--- config.mk ---
export PLATFORM = sky130hd
export DESIGN_NAME = wake_event_detector
export DESIGN_NICKNAME = d
export VERILOG_FILES = /design/src/hw/wake_pkg.sv /design/src/hw/wake_frame_if.sv /design/src/hw/wake_frame_qualifier.sv /design/src/hw/wake_event_detector.sv
export SDC_FILE = /design/constraint.sdc
export NUM_CORES = 1
export LEC_CHECK = 0
export BUFFER_PORTS_ARGS = -buffer_cell sky130_fd_sc_hd__buf_2
export CORE_AREA = 2 2 319 321
export DETAILED_ROUTE_END_ITERATION = 10
export DIE_AREA = 0 0 321 323
export PLACE_DENSITY = 0.3
export SLEW_MARGIN = 20
export SYNTH_ARGS = -nofsm -noshare
export SYNTH_HDL_FRONTEND = slang
export SYNTH_HIERARCHICAL = 1
export SYNTH_SLANG_ARGS = --single-unit
--- constraint.sdc ---
create_clock -name clk -period 5 [get_ports clk]
set_input_delay 1.25 -clock clk [delete_from_list [all_inputs] [get_ports clk]]
set_output_delay 1.25 -clock clk [all_outputs]
set_load 0.02 [all_outputs]
--- src/hw/wake_pkg.sv ---
package wake_pkg;
  localparam int             ADDR_W           = 48;
  localparam int             IP_W             = 128;
  localparam int             MCAST_BIT        = 40;
  localparam logic [47:0]    BCAST_ADDR       = 48'hffff_ffff_ffff;
  localparam logic [127:0]   FORCE_MATCH      = 128'h0;
  localparam logic [1:0]     SLEEP_LEVEL_ZERO = 2'h0;
  localparam logic [1:0]     SLEEP_LEVEL_ONE  = 2'h1;
  localparam logic [1:0]     SLEEP_LEVEL_THREE = 2'h3;
  localparam int             NUM_FLAGS        = 9;
  localparam int             FLG_BCAST        = 0;
  localparam int             FLG_EXACT        = 1;
  localparam int             FLG_V4           = 2;
  localparam int             FLG_V6           = 3;
  localparam int             FLG_PATTERN      = 4;
  localparam int             FLG_MAGIC        = 5;
  localparam int             FLG_LINK_UP      = 6;
  localparam int             FLG_LINK_DOWN    = 7;
  localparam int             FLG_PIN          = 8;
  localparam logic [8:0]     FLAGS_RESET      = 9'h000;

  typedef enum logic [1:0] {
    ST_RUN   = 2'h0,
    ST_SLEEP = 2'h1,
    ST_WOKEN = 2'h3
  } mode_type;

  // zero in the compare register means match anything
  function automatic logic compare_field(input logic [127:0] want, input logic [127:0] got);
    compare_field = (want == FORCE_MATCH) || (want == got);
  endfunction

  function automatic logic monitored_level(input logic [1:0] level);
    monitored_level = (level == SLEEP_LEVEL_ZERO) || (level == SLEEP_LEVEL_ONE) ||
                      (level == SLEEP_LEVEL_THREE);
  endfunction
endpackage

--- src/hw/wake_frame_if.sv ---
`timescale 1ns/1ps
interface wake_frame_if;
  logic         frame_done;
  logic [47:0]  dest_addr;
  logic [47:0]  station_addr;
  logic         is_ipv4;
  logic         is_ipv6;
  logic         is_tcp;
  logic         tcp_syn;
  logic [127:0] ip_src;
  logic [127:0] ip_dst;
  logic [15:0]  src_port;
  logic [15:0]  dst_port;
  logic         ip_hdr_csum_ok;
  logic         tcp_csum_ok;
  logic         fcs_ok;
  logic         pattern_hit;
  logic         magic_hit;
  logic [31:0]  v4_src_cmp;
  logic [31:0]  v4_dst_cmp;
  logic [31:0]  v4_port_cmp;
  logic [127:0] v6_src_cmp;
  logic [127:0] v6_dst_cmp;
  logic [31:0]  v6_port_cmp;
  logic         hit_valid;
  logic         hit_bcast;
  logic         hit_exact;
  logic         hit_v4;
  logic         hit_v6;
  logic         hit_pattern;
  logic         hit_magic;
  logic         hit_fcs_ok;

  modport feed (
    output frame_done, dest_addr, station_addr, is_ipv4, is_ipv6, is_tcp, tcp_syn,
    output ip_src, ip_dst, src_port, dst_port, ip_hdr_csum_ok, tcp_csum_ok, fcs_ok,
    output pattern_hit, magic_hit, v4_src_cmp, v4_dst_cmp, v4_port_cmp,
    output v6_src_cmp, v6_dst_cmp, v6_port_cmp,
    input  hit_valid, hit_bcast, hit_exact, hit_v4, hit_v6, hit_pattern, hit_magic, hit_fcs_ok
  );
  modport check (
    input  frame_done, dest_addr, station_addr, is_ipv4, is_ipv6, is_tcp, tcp_syn,
    input  ip_src, ip_dst, src_port, dst_port, ip_hdr_csum_ok, tcp_csum_ok, fcs_ok,
    input  pattern_hit, magic_hit, v4_src_cmp, v4_dst_cmp, v4_port_cmp,
    input  v6_src_cmp, v6_dst_cmp, v6_port_cmp,
    output hit_valid, hit_bcast, hit_exact, hit_v4, hit_v6, hit_pattern, hit_magic, hit_fcs_ok
  );
endinterface

--- src/hw/wake_frame_qualifier.sv ---
`timescale 1ns/1ps
module wake_frame_qualifier (
  input wire logic clk,
  input wire logic rst_n,
  wake_frame_if.check f
);
  typedef struct packed {
    logic valid;
    logic bcast;
    logic exact;
    logic v4;
    logic v6;
    logic pattern;
    logic magic;
    logic fcs_ok;
  } qual_state_type;

  qual_state_type cur_reg;
  qual_state_type cur_next;

  always_comb
  begin
    logic addr_ok;
    logic ports_v4;
    logic ports_v6;
    addr_ok  = 1'b0;
    ports_v4 = 1'b0;
    ports_v6 = 1'b0;
    cur_next = '0;
    // own, multicast or broadcast destination only
    addr_ok = (f.dest_addr == f.station_addr) || f.dest_addr[wake_pkg::MCAST_BIT] ||
              (f.dest_addr == wake_pkg::BCAST_ADDR);
    ports_v4 = wake_pkg::compare_field({112'h0, f.v4_port_cmp[31:16]}, {112'h0, f.src_port}) &&
               wake_pkg::compare_field({112'h0, f.v4_port_cmp[15:0]}, {112'h0, f.dst_port});
    ports_v6 = wake_pkg::compare_field({112'h0, f.v6_port_cmp[31:16]}, {112'h0, f.src_port}) &&
               wake_pkg::compare_field({112'h0, f.v6_port_cmp[15:0]}, {112'h0, f.dst_port});
    cur_next.valid   = f.frame_done;
    cur_next.fcs_ok  = f.frame_done && f.fcs_ok;
    // bad fcs clears every hit; only valid still marks the frame
    cur_next.bcast   = cur_next.fcs_ok && (f.dest_addr == wake_pkg::BCAST_ADDR);
    cur_next.exact   = cur_next.fcs_ok && (f.dest_addr == f.station_addr);
    cur_next.pattern = cur_next.fcs_ok && f.pattern_hit;
    cur_next.magic   = cur_next.fcs_ok && f.magic_hit;
    cur_next.v4 = cur_next.fcs_ok && addr_ok && f.is_ipv4 && f.is_tcp && f.tcp_syn &&
                  f.ip_hdr_csum_ok && f.tcp_csum_ok && ports_v4 &&
                  wake_pkg::compare_field({96'h0, f.v4_src_cmp}, {96'h0, f.ip_src[31:0]}) &&
                  wake_pkg::compare_field({96'h0, f.v4_dst_cmp}, {96'h0, f.ip_dst[31:0]});
    // is_tcp covers tcp found in the base or an extension header
    cur_next.v6 = cur_next.fcs_ok && addr_ok && f.is_ipv6 && f.is_tcp && f.tcp_syn &&
                  f.tcp_csum_ok && ports_v6 &&
                  wake_pkg::compare_field(f.v6_src_cmp, f.ip_src) &&
                  wake_pkg::compare_field(f.v6_dst_cmp, f.ip_dst);
  end

  always_ff @(posedge clk)
  begin
    if (!rst_n)
      cur_reg <= '0;
    else
      cur_reg <= cur_next;
  end

  assign f.hit_valid   = cur_reg.valid;
  assign f.hit_bcast   = cur_reg.bcast;
  assign f.hit_exact   = cur_reg.exact;
  assign f.hit_v4      = cur_reg.v4;
  assign f.hit_v6      = cur_reg.v6;
  assign f.hit_pattern = cur_reg.pattern;
  assign f.hit_magic   = cur_reg.magic;
  assign f.hit_fcs_ok  = cur_reg.fcs_ok;
endmodule // wake_frame_qualifier

--- src/hw/wake_event_detector.sv ---
`timescale 1ns/1ps
module wake_event_detector (
  input  wire logic         clk,
  input  wire logic         rst_n,
  input  wire logic [1:0]   sleep_level,
  input  wire logic         suspend_request,
  input  wire logic         resume_request,
  input  wire logic         store_wake_frame,
  input  wire logic         broadcast_wake_enable,
  input  wire logic         v4_syn_wake_enable,
  input  wire logic         v6_syn_wake_enable,
  input  wire logic [5:0]   other_wake_enable,
  input  wire logic [8:0]   flag_clear,
  input  wire logic [15:0]  station_addr_upper,
  input  wire logic [31:0]  station_addr_lower,
  input  wire logic [31:0]  v4_syn_src_compare,
  input  wire logic [31:0]  v4_syn_dst_compare,
  input  wire logic [31:0]  v4_syn_port_compare,
  input  wire logic [127:0] v6_syn_src_compare,
  input  wire logic [127:0] v6_syn_dst_compare,
  input  wire logic [31:0]  v6_syn_port_compare,
  input  wire logic         rx_frame_done,
  input  wire logic [47:0]  rx_dest_addr,
  input  wire logic         rx_is_ipv4,
  input  wire logic         rx_is_ipv6,
  input  wire logic         rx_is_tcp,
  input  wire logic         rx_tcp_syn,
  input  wire logic [127:0] rx_ip_src,
  input  wire logic [127:0] rx_ip_dst,
  input  wire logic [15:0]  rx_src_port,
  input  wire logic [15:0]  rx_dst_port,
  input  wire logic         rx_ip_hdr_csum_ok,
  input  wire logic         rx_tcp_csum_ok,
  input  wire logic         rx_fcs_ok,
  input  wire logic         rx_pattern_hit,
  input  wire logic         rx_magic_hit,
  input  wire logic         link_up_event,
  input  wire logic         link_down_event,
  input  wire logic         wake_pin,
  output logic              broadcast_seen_flag,
  output logic              exact_dest_seen_flag,
  output logic              v4_syn_seen_flag,
  output logic              v6_syn_seen_flag,
  output logic [4:0]        other_seen_flags,
  output logic              remote_wakeup,
  output logic              full_operation,
  output logic              normal_rx_enable,
  output logic              frame_keep_valid,
  output logic              frame_keep
);
  typedef struct packed {
    wake_pkg::mode_type mode;
    logic [8:0]         flags;
    logic               pin_meta;
    logic               pin_sync;
    logic               pin_last;
    logic               remote_wakeup;
    logic               normal_rx;
    logic               full_op;
    logic               keep_valid;
    logic               keep;
  } top_state_type;

  top_state_type cur_reg;
  top_state_type cur_next;
  logic [8:0]    enables;
  logic [8:0]    hits;
  logic [8:0]    fire;

  wake_frame_if fi ();

  assign fi.frame_done     = rx_frame_done;
  assign fi.dest_addr      = rx_dest_addr;
  assign fi.station_addr   = {station_addr_upper, station_addr_lower};
  assign fi.is_ipv4        = rx_is_ipv4;
  assign fi.is_ipv6        = rx_is_ipv6;
  assign fi.is_tcp         = rx_is_tcp;
  assign fi.tcp_syn        = rx_tcp_syn;
  assign fi.ip_src         = rx_ip_src;
  assign fi.ip_dst         = rx_ip_dst;
  assign fi.src_port       = rx_src_port;
  assign fi.dst_port       = rx_dst_port;
  assign fi.ip_hdr_csum_ok = rx_ip_hdr_csum_ok;
  assign fi.tcp_csum_ok    = rx_tcp_csum_ok;
  assign fi.fcs_ok         = rx_fcs_ok;
  assign fi.pattern_hit    = rx_pattern_hit;
  assign fi.magic_hit      = rx_magic_hit;
  assign fi.v4_src_cmp     = v4_syn_src_compare;
  assign fi.v4_dst_cmp     = v4_syn_dst_compare;
  assign fi.v4_port_cmp    = v4_syn_port_compare;
  assign fi.v6_src_cmp     = v6_syn_src_compare;
  assign fi.v6_dst_cmp     = v6_syn_dst_compare;
  assign fi.v6_port_cmp    = v6_syn_port_compare;

  wake_frame_qualifier u_qual (
    .clk   (clk),
    .rst_n (rst_n),
    .f     (fi.check)
  );

  // order follows the flag index constants
  assign enables = {other_wake_enable[5:1], v6_syn_wake_enable, v4_syn_wake_enable,
                    other_wake_enable[0], broadcast_wake_enable};

  always_comb
  begin
    hits = '0;
    hits[wake_pkg::FLG_BCAST]     = fi.hit_bcast;
    hits[wake_pkg::FLG_EXACT]     = fi.hit_exact;
    hits[wake_pkg::FLG_V4]        = fi.hit_v4;
    hits[wake_pkg::FLG_V6]        = fi.hit_v6;
    hits[wake_pkg::FLG_PATTERN]   = fi.hit_pattern;
    hits[wake_pkg::FLG_MAGIC]     = fi.hit_magic;
    hits[wake_pkg::FLG_LINK_UP]   = link_up_event;
    hits[wake_pkg::FLG_LINK_DOWN] = link_down_event;
    hits[wake_pkg::FLG_PIN]       = cur_reg.pin_sync && !cur_reg.pin_last;
    // all enabled conditions of one frame fire together
    fire = (cur_reg.mode == wake_pkg::ST_SLEEP) ? (hits & enables) : 9'h000;
  end

  always_comb
  begin
    cur_next               = cur_reg;
    cur_next.pin_meta      = wake_pin;
    cur_next.pin_sync      = cur_reg.pin_meta;
    cur_next.pin_last      = cur_reg.pin_sync;
    cur_next.remote_wakeup = 1'b0;
    cur_next.keep_valid    = 1'b0;
    cur_next.keep          = 1'b0;
    cur_next.normal_rx     = ~|enables;
    // set wins over a clear in the same cycle
    cur_next.flags = (cur_reg.flags & ~flag_clear) | fire;
    case (cur_reg.mode)
      wake_pkg::ST_RUN:
      begin
        if (suspend_request && wake_pkg::monitored_level(sleep_level))
          cur_next.mode = wake_pkg::ST_SLEEP;
      end
      wake_pkg::ST_SLEEP:
      begin
        if (|fire)
        begin
          cur_next.mode          = wake_pkg::ST_WOKEN;
          cur_next.remote_wakeup = 1'b1;
        end
        else if (resume_request)
          cur_next.mode = wake_pkg::ST_RUN;
      end
      wake_pkg::ST_WOKEN:
      begin
        if (resume_request)
          cur_next.mode = wake_pkg::ST_RUN;
      end
      default:
        cur_next.mode = wake_pkg::ST_RUN;
    endcase
    // registered so the output comes straight from a flip-flop
    cur_next.full_op = (cur_next.mode != wake_pkg::ST_SLEEP);
    if (fi.hit_valid)
    begin
      cur_next.keep_valid = 1'b1;
      // sleeping: only the waking frame and those after it are kept
      cur_next.keep = fi.hit_fcs_ok &&
        ((cur_reg.normal_rx && cur_reg.mode != wake_pkg::ST_SLEEP) ||
         (store_wake_frame && (cur_reg.mode == wake_pkg::ST_WOKEN || |fire)));
    end
  end

  always_ff @(posedge clk)
  begin
    if (!rst_n)
    begin
      cur_reg.mode          <= wake_pkg::ST_RUN;
      cur_reg.flags         <= wake_pkg::FLAGS_RESET;
      cur_reg.pin_meta      <= 1'b0;
      cur_reg.pin_sync      <= 1'b0;
      cur_reg.pin_last      <= 1'b0;
      cur_reg.remote_wakeup <= 1'b0;
      cur_reg.normal_rx     <= 1'b1;
      cur_reg.full_op       <= 1'b1;
      cur_reg.keep_valid    <= 1'b0;
      cur_reg.keep          <= 1'b0;
    end
    else
      cur_reg <= cur_next;
  end

  assign broadcast_seen_flag  = cur_reg.flags[wake_pkg::FLG_BCAST];
  assign exact_dest_seen_flag = cur_reg.flags[wake_pkg::FLG_EXACT];
  assign v4_syn_seen_flag     = cur_reg.flags[wake_pkg::FLG_V4];
  assign v6_syn_seen_flag     = cur_reg.flags[wake_pkg::FLG_V6];
  assign other_seen_flags     = cur_reg.flags[8:4];
  assign remote_wakeup        = cur_reg.remote_wakeup;
  assign full_operation       = cur_reg.full_op;
  assign normal_rx_enable     = cur_reg.normal_rx;
  assign frame_keep_valid     = cur_reg.keep_valid;
  assign frame_keep           = cur_reg.keep;
endmodule // wake_event_detector

==> impl_metrics.json <==
{
  "status": "finished, final reports clean",
  "post_synth_main_area_contributors": "sky130_fd_sc_hd__xor2_1 47%, sky130_fd_sc_hd__nor4_1 19%, sky130_fd_sc_hd__xnor2_1 11%",
  "required_ns": 5.19,
  "p_per_area_mw_per_mm2": 116.4,
  "starting_density_of_the_core": 0.06579,
  "synth_top_family_by_area": "XOR/XNOR gates",
  "drt-total-wl_um": 81430,
  "critical_path.startpoint_type": "input port",
  "switchingPower_w": 0.0007007,
  "cell_at_the_slowest_stage_of_the_critical_path": "sky130_fd_sc_hd__nor4_1",
  "synth_fp_nets": 1638,
  "synth_area_leader_cell": "sky130_fd_sc_hd__xor2_1",
  "portBuffers": 819,
  "gpl.final_weighted_congestion": 0.9141,
  "cp.arrival_ns": 3.84,
  "critical_path_capture_point_type": "flop",
  "grt_antenna_before_repair": 62,
  "final.setup.worst_slack_ns": 1.346,
  "post_synth_xor_area_fraction": 0.5710,
  "leakagePower_nw": 5.529,
  "yosys.area_share.adder": 0,
  "final_design_area_no_fill_mm2": 0.01251,
  "critical_path_class": "input port to flop",
  "drt_first_iter_violations": 771,
  "yosysSeqAreaShare": 0.08157,
  "final_layout_size_suffix_gt1_frac": 0.5048,
  "cp_max_fo": 2,
  "vias_per_cell": 3.533,
  "pin_count_of_the_biggest_net_entering_global_routing": 20,
  "post-dp-hpwl_um": 78300,
  "pwr-share-comb": 0.713,
  "wl_per_cell_um": 27.37,
  "holdBufCountCts": 0,
  "synth_simple_gate_area_frac": 0.3053,
  "worst_path_largest_cell_delay_ns": 0.76,
  "cts_setup_buffers": 0,
  "power.switching_fraction": 0.4814,
  "grt_usage": 0.1462,
  "final.setup_skew_ns": 0.01168,
  "number_of_flip_flops_and_latches_in_the_synthesized_netlist": 27,
  "finalSetupViolCount": 0,
  "finalCritPeriodShare": 0.7309,
  "dpl-instance-area_mm2": 0.01241,
  "post_cts.resized_instances": 0,
  "dieHeight_um": 323,
  "report.final.slew_viol_count": 0,
  "layout_common_cells": "819 x sky130_fd_sc_hd__buf_2, 352 x sky130_fd_sc_hd__xor2_1, 197 x sky130_fd_sc_hd__nor4_1",
  "worstPathCellList": "buf_2 -> xor2_1 -> nor4_1 -> nand4_1 -> nor4_1 -> a22oi_1 -> nor4b_2",
  "routed-via-count": 10511,
  "clock_sinks": 27,
  "synth_compound_area_frac": 0.02908,
  "cts_tree": "yes",
  "drt-pass1-iter-count": 5,
  "p_seq_frac": 0.154,
  "numCtsBuffers": 3,
  "ys.warnings.count": 6,
  "cts.root.buffer_cell": "sky130_fd_sc_hd__clkbuf_16",
  "count_of_pins_on_the_block_boundary": 820,
  "worst_path_most_repeated_cell": "sky130_fd_sc_hd__nor4_1",
  "internal-power_w": 0.0007549,
  "placementRows": 117,
  "synth_top_area_frac": 0.4653,
  "worstRegToRegCells": 4,
  "grt_remaining_overflow": 0,
  "path_clk_slew_ns": 0.08,
  "grt_first_pass_wirelength_um": 100100,
  "fin_crit_ns": 3.654,
  "worst_slew_pin_slew_ns": 1.262,
  "fp.dieArea_mm2": 0.1037,
  "synth.mux.area_fraction": 0,
  "max_cap_violations": 0,
  "chipWidth_um": 321,
  "insertion_delay_to_the_later_sink_of_the_worst_skew_pair_ns": 0.27,
  "number_of_global_route_vias_before_repair": 10725,
  "syn-mean-instance-area_um2": 7.964,
  "drt_drc_violations_left": 0,
  "place_worst_setup_slack_ns": 0.7333,
  "cell_area_after_synthesis_mm2": 0.006626,
  "clk_path_buf_depth": 2,
  "finalSetupTns_ns": 0,
  "antenna_violating_nets_remaining": 0,
  "fmax_mhz": 273.6,
  "placeable_core_region_mm2": 0.1007,
  "layout.cells.most_common": "sky130_fd_sc_hd__buf_2",
  "rsz0062_at_grt": "no",
  "min_path_type": "flop to flop",
  "hold_path_depth": 1,
  "area_delta_synth_final_pct": 88.80,
  "number_of_flip_flops_under_the_largest_register_name": 5,
  "finalHoldViolCount": 0,
  "design.final.nets": 2467,
  "power.share.clock": 0.132,
  "netlist-cell-type-count": 34,
  "cts.htree.levels": 1,
  "worst_slew_margin_rel": 0.1511,
  "post_synth_inst_count": 832,
  "fillerInstances": 11921,
  "worst_ir_drop_vdd_uv": 76.52
}
-- power groups by stage --
stage          registers, W  logic [W]  clock network (W)
6_report           0.000225    0.00104           0.000193
5_1_grt            0.000226    0.00110           0.000210
4_1_cts            0.000225    0.00104           0.000205
3_5_place_dp       0.000230    0.00103                  0
3_3_place_gp       0.000230    0.00104                  0
2_1_floorplan      0.000231   0.000294                  0
-- worst max-delay path: cells and delay by family --
kind / cells / cell delay (ns)
buffers and inverters: 1 / 0.11
and+or+nand+nor: 4 / 1.93
xor gates and xnor gates: 1 / 0.15
AOI/OAI and AO/OA: 1 / 0.39
-- through the flow --
stage	std cells	power (W)	hold WS (ns)	utilization
after floorplan	832	0.0005256	0.3975	-
after global placement	2964	0.001267	0.4242	0.1231
after detailed placement	2965	0.001260	0.4224	0.1232
after CTS	2969	0.001466	0.4394	0.1240
after global routing	2973	0.001534	0.4585	0.1242
final	2975	0.001456	0.4363	0.1242
-- final cells by class --
cell class                 instances  area [µm²]  share of cell area
clock buffer                       4       78.83            0.006301
sequential                        27       540.5             0.04320
multi-input combinational        787        6012              0.4806
tap                             1309        1638              0.1309
antenna                            6       15.01            0.001200
inverter                          12       45.04            0.003600
timing repair buffer             830        4182              0.3342
-- routing by layer --
layer  track usage  share of wire  up-vias
met5             0         0.0050        -
met4       0.03448          0.026       62
met3       0.05622           0.11      128
met2        0.2226           0.43      646
met1        0.1931           0.43     4885
li1              -              -     4790
-- cells in the mapped netlist --
cell type,n
sky130_fd_sc_hd__a21boi_0,1
sky130_fd_sc_hd__a21o_1,2
sky130_fd_sc_hd__a21oi_1,6
sky130_fd_sc_hd__a22oi_1,4
sky130_fd_sc_hd__a32oi_1,4
sky130_fd_sc_hd__and2_1,12
sky130_fd_sc_hd__and2b_1,1
sky130_fd_sc_hd__and3_2,1
sky130_fd_sc_hd__and4_1,1
sky130_fd_sc_hd__buf_4,5
sky130_fd_sc_hd__clkbuf_1,1
sky130_fd_sc_hd__dfxtp_1,27
sky130_fd_sc_hd__inv_1,12
sky130_fd_sc_hd__nand2_1,12
sky130_fd_sc_hd__nand2b_1,1
sky130_fd_sc_hd__nand3_1,4
sky130_fd_sc_hd__nand3b_1,1
sky130_fd_sc_hd__nand4_1,80
sky130_fd_sc_hd__nor2_1,5
sky130_fd_sc_hd__nor2b_1,5
sky130_fd_sc_hd__nor4_1,199
sky130_fd_sc_hd__nor4_2,1
sky130_fd_sc_hd__nor4b_1,1
sky130_fd_sc_hd__nor4b_2,1
sky130_fd_sc_hd__o2111a_1,1
sky130_fd_sc_hd__o211ai_1,1
sky130_fd_sc_hd__o21ai_0,1
sky130_fd_sc_hd__o21ai_1,1
sky130_fd_sc_hd__o22ai_1,6
sky130_fd_sc_hd__o41ai_1,1
sky130_fd_sc_hd__or2_1,1
sky130_fd_sc_hd__or4_1,1
sky130_fd_sc_hd__xnor2_1,80
sky130_fd_sc_hd__xor2_1,352
-- worst paths after layout --
kind / startpoint / endpoint / slack, ns
setup reg to reg: u_qual/f.hit_bcast$_SDFF_PN0_ / cur_reg[18]$_SDFF_PN0_ / 3.69
hold / removal: cur_next[6]$_SDFF_PN0_ / cur_next[5]$_SDFF_PN0_ / 0.44
hold reg to reg: cur_next[6]$_SDFF_PN0_ / cur_next[5]$_SDFF_PN0_ / 0.44
setup / recovery: v6_syn_dst_compare[70] / u_qual/f.hit_v6$_SDFF_PN0_ / 1.35
-- kinds of logic after synthesis --
logic type / count (synthesis)
and+or+nand+nor: 327
AOI/OAI and AO/OA: 28
DFF: 27
buffers and inverters: 18
xor gates and xnor gates: 432
(Power assumes the default switching activity.)
